File: config.mk
export PLATFORM = sky130hd
export DESIGN_NAME = bcr_top
export DESIGN_NICKNAME = d
export VERILOG_FILES = /design/src/rtl/bcr_pkg.sv /design/src/rtl/bcr_gate.sv /design/src/rtl/bcr_sync.sv /design/src/rtl/bcr_top.sv
export SDC_FILE = /design/constraint.sdc
export NUM_CORES = 1
export LEC_CHECK = 0
export ABC_AREA = 1
export BUFFER_PORTS_ARGS = -buffer_cell sky130_fd_sc_hd__buf_4
export CAP_MARGIN = 30
export CORE_ASPECT_RATIO = 1.5
export CORE_MARGIN = 2
export CORE_UTILIZATION = 33
export DETAILED_ROUTE_END_ITERATION = 12
export GPL_TIMING_DRIVEN = 0
export PLACE_DENSITY = 0.78
export REMOVE_ABC_BUFFERS = 1
export SYNTH_ARGS = -nofsm -noshare
export SYNTH_HDL_FRONTEND = slang
export SYNTH_SLANG_ARGS = --single-unit
File: constraint.sdc
create_clock -name core_clk -period 0.8 [get_ports core_clk]
set_input_delay 0.04 -clock core_clk [delete_from_list [all_inputs] [get_ports core_clk]]
set_output_delay 0.04 -clock core_clk [all_outputs]
set_load 0.02 [all_outputs]
File: src/rtl/bcr_pkg.sv
package bcr_pkg;
  // ------------------------------------------------------------
  // configuration map
  // ------------------------------------------------------------
  localparam logic [11:0] BCR_CMD_OFS = 12'h004;
  localparam int BCR_ADDR_W = 12;
  localparam int BCR_DATA_W = 32;
  localparam int BCR_BE_W = 4;

  // ------------------------------------------------------------
  // command half field positions
  // ------------------------------------------------------------
  localparam int BCR_IO_EN_BIT = 0;
  localparam int BCR_MEM_EN_BIT = 1;
  localparam int BCR_MASTER_EN_BIT = 2;
  localparam int BCR_SPECIAL_BIT = 3;
  localparam int BCR_MWI_BIT = 4;
  localparam int BCR_PALETTE_BIT = 5;
  localparam int BCR_PARITY_EN_BIT = 6;
  localparam int BCR_WAIT_BIT = 7;
  localparam int BCR_SERR_EN_BIT = 8;
  localparam int BCR_FBB_BIT = 9;
  localparam int BCR_INT_DIS_BIT = 10;

  // ------------------------------------------------------------
  // status half field position
  // ------------------------------------------------------------
  localparam int BCR_MDPE_BIT = 24;

  // ------------------------------------------------------------
  // reset values and writable masks
  // ------------------------------------------------------------
  localparam logic [15:0] BCR_CMD_RESET = 16'h0000;
  localparam logic [15:0] BCR_CMD_WR_MASK = 16'h0547;
  localparam logic BCR_MDPE_RESET = 1'b0;

  // ------------------------------------------------------------
  // gated request lanes and synchronised pin count
  // ------------------------------------------------------------
  localparam int BCR_LANES = 5;
  localparam int BCR_SYNC_W = 2;
endpackage

File: src/rtl/bcr_gate.sv
`timescale 1ns/1ps
// registered request gate: a lane passes only while enabled
module bcr_gate #(
  parameter int W = 1
) (
  // clock and reset
  input wire logic core_clk,
  input wire logic nrst,
  // lanes
  input wire logic [W-1:0] req,
  input wire logic [W-1:0] en,
  output logic [W-1:0] grant
);
  // one cycle of latency keeps every grant a clean flop output
  always_ff @(posedge core_clk or negedge nrst) begin
    if (!nrst) begin
      grant <= '0;
    end else begin
      grant <= req & en;
    end
  end
endmodule

File: src/rtl/bcr_sync.sv
`timescale 1ns/1ps
// two-stage synchroniser for pin levels
module bcr_sync #(
  parameter int W = 1
) (
  // clock and reset
  input wire logic core_clk,
  input wire logic nrst,
  // levels
  input wire logic [W-1:0] async_in,
  output logic [W-1:0] sync_out
);
  logic [W-1:0] meta;

  // first stage feeds only the second stage
  always_ff @(posedge core_clk or negedge nrst) begin
    if (!nrst) begin
      meta <= '0;
      sync_out <= '0;
    end else begin
      meta <= async_in;
      sync_out <= meta;
    end
  end
endmodule

File: src/rtl/bcr_top.sv
// Function
// io enable off ignores primary io
// memory enable gates primary memory reads
// master enable off blocks both directions
// master enable on forwards secondary as master
// special cycle bit reads zero
// write-invalidate bit reads zero, never originated
// palette snoop bit reads zero
// parity enable lets errors set flag
// wait cycle bit reads zero
// error enable reports messages in forward mode
// fast back-to-back bit reads zero
// interrupt disable holds legacy interrupt high
// parity flag set only while enabled
// bits fifteen to eleven read zero
`timescale 1ns/1ps
module bcr_top
  import bcr_pkg::*;
(
  // clock and reset
  input wire logic core_clk,
  input wire logic nrst,
  // configuration access port
  input wire logic cfg_rd,
  input wire logic cfg_wr,
  input wire logic [bcr_pkg::BCR_ADDR_W-1:0] cfg_addr,
  input wire logic [bcr_pkg::BCR_BE_W-1:0] cfg_be,
  input wire logic [bcr_pkg::BCR_DATA_W-1:0] cfg_wdata,
  output logic [bcr_pkg::BCR_DATA_W-1:0] cfg_rdata,
  output logic cfg_rd_valid,
  // primary side target requests
  input wire logic pri_io_req,
  output logic pri_io_accept,
  input wire logic pri_mem_rd_req,
  output logic pri_mem_rd_accept,
  // forwarding from the secondary side
  input wire logic fwd_req,
  output logic pri_master_start,
  input wire logic sec_req,
  output logic sec_claim,
  // error events
  input wire logic pri_poison_cpl,
  input wire logic pri_poison_wr,
  input wire logic pri_parity_err,
  input wire logic fatal_err,
  input wire logic nonfatal_err,
  output logic err_msg_send,
  output logic system_error_out_n,
  // pins from outside the clock domain
  input wire logic forward_mode_pin,
  input wire logic int_req_pin,
  output logic legacy_interrupt_a_n
);
  import bcr_pkg::*;

  logic [15:0] cmd;
  logic mdpe;
  logic [BCR_SYNC_W-1:0] pin_sync;
  logic [BCR_LANES-1:0] lane_req;
  logic [BCR_LANES-1:0] lane_en;
  logic [BCR_LANES-1:0] lane_grant;
  logic [15:0] next_cmd;
  logic next_mdpe;

  // ------------------------------------------------------------
  // decode
  // ------------------------------------------------------------
  wire hit = (cfg_addr == BCR_CMD_OFS);
  wire wr_hit = cfg_wr && hit;
  wire rd_hit = cfg_rd && hit;
  wire fwd_mode = pin_sync[0];
  wire int_sync = pin_sync[1];
  wire io_en = cmd[BCR_IO_EN_BIT];
  wire mem_en = cmd[BCR_MEM_EN_BIT];
  wire master_en = cmd[BCR_MASTER_EN_BIT];
  wire parity_en = cmd[BCR_PARITY_EN_BIT];
  wire serr_en = cmd[BCR_SERR_EN_BIT];
  wire int_dis = cmd[BCR_INT_DIS_BIT];

  // ------------------------------------------------------------
  // command half write path
  // ------------------------------------------------------------
  // byte enables select lanes; read-only and reserved bits stay zero
  wire [15:0] be_mask = {{8{cfg_be[1]}}, {8{cfg_be[0]}}};
  wire [15:0] wr_mask = be_mask & BCR_CMD_WR_MASK;
  wire [15:0] cmd_wr_val = (cmd & ~wr_mask) | (cfg_wdata[15:0] & wr_mask);
  assign next_cmd = wr_hit ? cmd_wr_val : cmd;

  // ------------------------------------------------------------
  // master data parity error flag
  // ------------------------------------------------------------
  // set wins over a same-cycle write-one-to-clear
  wire mdpe_event = pri_poison_cpl || pri_poison_wr || pri_parity_err;
  wire mdpe_set = parity_en && mdpe_event;
  wire mdpe_clr = wr_hit && cfg_be[3] && cfg_wdata[BCR_MDPE_BIT];
  assign next_mdpe = mdpe_set || (mdpe && !mdpe_clr);

  // registers
  always_ff @(posedge core_clk or negedge nrst) begin
    if (!nrst) begin
      cmd <= BCR_CMD_RESET;
      mdpe <= BCR_MDPE_RESET;
    end else begin
      cmd <= next_cmd;
      mdpe <= next_mdpe;
    end
  end

  // ------------------------------------------------------------
  // read path
  // ------------------------------------------------------------
  // status bits other than the parity flag are outside this block
  wire [31:0] rd_word = {7'h00, mdpe, 8'h00, cmd};
  wire [31:0] rd_val = rd_hit ? rd_word : 32'h0000_0000;

  // read data holds until the next read
  always_ff @(posedge core_clk or negedge nrst) begin
    if (!nrst) begin
      cfg_rdata <= 32'h0000_0000;
      cfg_rd_valid <= 1'b0;
    end else begin
      cfg_rd_valid <= cfg_rd;
      if (cfg_rd) begin
        cfg_rdata <= rd_val;
      end
    end
  end

  // ------------------------------------------------------------
  // pins
  // ------------------------------------------------------------
  // strap and interrupt request arrive unsynchronised
  bcr_sync #(
    .W(BCR_SYNC_W)
  ) u_sync (
    .core_clk(core_clk),
    .nrst(nrst),
    .async_in({int_req_pin, forward_mode_pin}),
    .sync_out(pin_sync)
  );

  // ------------------------------------------------------------
  // behaviour gating
  // ------------------------------------------------------------
  assign lane_req = {fatal_err || nonfatal_err, sec_req, fwd_req,
                     pri_mem_rd_req, pri_io_req};
  assign lane_en = {serr_en && fwd_mode,
                    master_en,
                    master_en,
                    mem_en,
                    io_en};

  bcr_gate #(
    .W(BCR_LANES)
  ) u_gate (
    .core_clk(core_clk),
    .nrst(nrst),
    .req(lane_req),
    .en(lane_en),
    .grant(lane_grant)
  );

  // outputs must be flops, so the grants are copied as registered
  assign pri_io_accept = lane_grant[0];
  assign pri_mem_rd_accept = lane_grant[1];
  assign pri_master_start = lane_grant[2];
  assign sec_claim = lane_grant[3];
  assign err_msg_send = lane_grant[4];

  // ------------------------------------------------------------
  // pin drivers
  // ------------------------------------------------------------
  // error pin pulses with the message; interrupt masked by disable
  always_ff @(posedge core_clk or negedge nrst) begin
    if (!nrst) begin
      system_error_out_n <= 1'b1;
      legacy_interrupt_a_n <= 1'b1;
    end else begin
      system_error_out_n <= !(lane_req[4] && lane_en[4]);
      legacy_interrupt_a_n <= !(int_sync && !int_dis);
    end
  end
endmodule

==> reports/summary.txt <==
outcome: complete, but fails checks
failing checks: setup timing
worst vdd ir: 0.8892 mV
WP data required: 0.76 ns
met3 Resource Use GR: 0.7519%
total power: 0.002770 W
Final HPWL DP: 1799 µm
Initial Util: 34.02%
Flop pwr share: 48.4%
met2 usage: 19.15%
sequential area share after synthesis: 52.62%
synthesized area: 0.001241 mm²
Final Non-Filler Cells: 243
share of layout cells above drive strength 1: 31.50%
Mapped Avg Cell Area: 8.929 µm²
Leak: 0.9738 nW
die area: 0.004278 mm²
grt ovf: 0
Worst path depth: 1
initial antenna violation count: 0
Final Hold Fails: 0
Synth cell types: 18
startpoint types: flop
# setup viols final: 15
Max clock buf depth: 2
Die Ht: 79.11 µm
Iteration-0 DRC Markers: 12
largest net degree at the start of global routing: 27
CTS tree: done
routed len/inst: 9.593 µm
synthesized flop and latch total: 26
PD cells: 1544 mW/mm²
Logic pwr share: 13.3%
CP bufs+invs: 1
Worst path max stage delay: 0.54 ns
worst hold path class: in -> reg
final WL: 2331 µm
ant diodes: 0
worst setup margin: -0.1475 ns
Die W: 54.08 µm
Fmax: 1.055 GHz
CP Class: reg -> out
GR peak layer: met2
reg2reg path depth: 3
final worst-path cycle share: 118.4%
gr usage total: 10.97%
Post-DRT Antenna Nets: 0
vias: 1015
Place WS: -0.2878 ns
Clock Pin Slew Worst Setup and Hold Paths: 0.09 ns
core box area: 0.003649 mm²
worst skew pair latency: 0.26 ns
PortBufs: 51
area grow syn2layout: 44.56%
placed cell count: 229
CTS Root Cell: clkbuf_8
critical path's top delay family: flip-flops
hold depth: 3
synthesized instance count: 139
Layout Nets: 264
gpl congestion: 0.7087
Critical Path Fanout Max: 1
CP max stage cell: dfstp_2
RSZ-0062 raised after global routing: yes
I/O pins: 103
first-pass detailed-route iteration total: 4
met1 GRT Util: 13.09%
final core occ: 49.18%
Clock Skew: 0.001262 ns
Critical Path, Cell by Cell: buf_6
switching share of power: 21.98%
clock sink count: 26
worst hold margin: 0.004459 ns
global-route wire length before repair: 3505 µm
Slew Limit Fails: 0
vias in the first global route: 824
yosys warns: 0
Clock power frac: 38.3%
minimum clock period: 0.9475 ns
DRC: 0
TritonCTS Buffers: 3
maxcap violations: 0
type of destination of the critical path: output port
P_int: 0.002161 W
# H-tree levels: 1
row count: 27
Vias/cell: 4.177
WP data arrival: 0.91 ns
NetSw: 0.0006089 W
-- cell type report --
type / instances / area, µm²
Timing Repair Buffer: 61 / 534.3
Multi-Input combinational cell: 86 / 395.4
Clock buffer: 3 / 41.29
Inverter: 23 / 86.33
Sequential cell: 26 / 653.1
Fill cell: 334 / 1854
Tap cell: 43 / 53.80
Clock inverter: 1 / 30.03
-- placed cells by master, fill, tap and decap left out --
cell / n
o31ai_1: 1
clkbuf_8: 3
nand4_2: 1
inv_1: 23
nand2_1: 27
buf_4: 38
conb_1: 25
bufinv_16: 1
nor3_2: 1
nor2_1: 8
o21ai_0: 1
dfstp_2: 2
dlygate4sd3_1: 8
buf_6: 15
o22ai_1: 2
nand3_1: 6
dfrtp_1: 24
nor2_4: 2
nand4_1: 8
o21ai_1: 4
-- cell families after synthesis --
kind of cell / count (synthesis) / synth area share, %
flops: 26 / 52.62
compound gates: 8 / 3.629
other cells: 1 / 0.3021
simple gates: 53 / 19.46
buf+inv: 51 / 23.99
-- synth_stat cells --
library cell | instances | share of area, %
o31ai_1 | 1 | 0.61
conb_1 | 1 | 0.30
nor2_2 | 2 | 1.0
buf_6 | 1 | 0.91
buf_4 | 26 | 16
nand2_1 | 27 | 8.2
inv_1 | 23 | 7.0
nand4_2 | 1 | 1.0
dfrtp_1 | 24 | 48
nand4_1 | 8 | 4.0
o21ai_1 | 4 | 1.6
buf_2 | 1 | 0.40
o21ai_0 | 1 | 0.40
dfstp_2 | 2 | 4.2
o22ai_1 | 2 | 1.0
nor3_1 | 1 | 0.40
nand3_1 | 6 | 2.4
nor2_1 | 8 | 2.4
-- worst paths after layout --
kind                                              start  slack [ns]                        endpoint
hold reg to reg                u_sync.meta[1]$_DFF_PN0_        0.35    u_sync.sync_out[1]$_DFF_PN0_
min in group asynchronous                          nrst        0.21        cfg_rdata[0]$_DFFE_PN0P_
hold / removal                           pri_parity_err       0.004                  mdpe$_DFF_PN0_
setup reg to reg               cfg_rdata[8]$_DFFE_PN0P_        0.04        cfg_rdata[8]$_DFFE_PN0P_
setup / recovery           system_error_out_n$_DFF_PN1_       -0.15              system_error_out_n
max in group asynchronous                          nrst        0.30  legacy_interrupt_a_n$_DFF_PN1_
-- power groups by stage --
stage                     Clock, W  Sequential, W  Combinational [W]
after CTS                  0.00108        0.00134           0.000368
after global routing       0.00111        0.00134           0.000407
after floorplan                  0        0.00137           0.000131
after detailed placement         0        0.00137           0.000332
after global placement           0        0.00136           0.000327
final                      0.00106        0.00134           0.000369
-- routing by layer --
metal	vias up	wire, µm
li1	502	-
met1	455	939
met2	54	1180
met3	4	169
met4	0	41
met5	-	0
-- metrics by stage --
step                instance area [µm²]  TNS, ns
floorplan                          1120        0
global placement                   1556   -3.132
detailed placement                 1556   -3.406
CTS                                1777  -0.7133
global route                       1794  -0.9565
finish                             1794  -0.6198
-- what timing repair did --
item                                    4_1_cts  5_1_grt
pin swaps                                     0        0
endpoints found under the hold margin        33        0
endpoints found under the setup margin       25       20
hold buffers                                  8        0
resized for setup                            16        2
buffers inserted                              1        1
No activity file was read; power rests on OpenSTA's default activity.
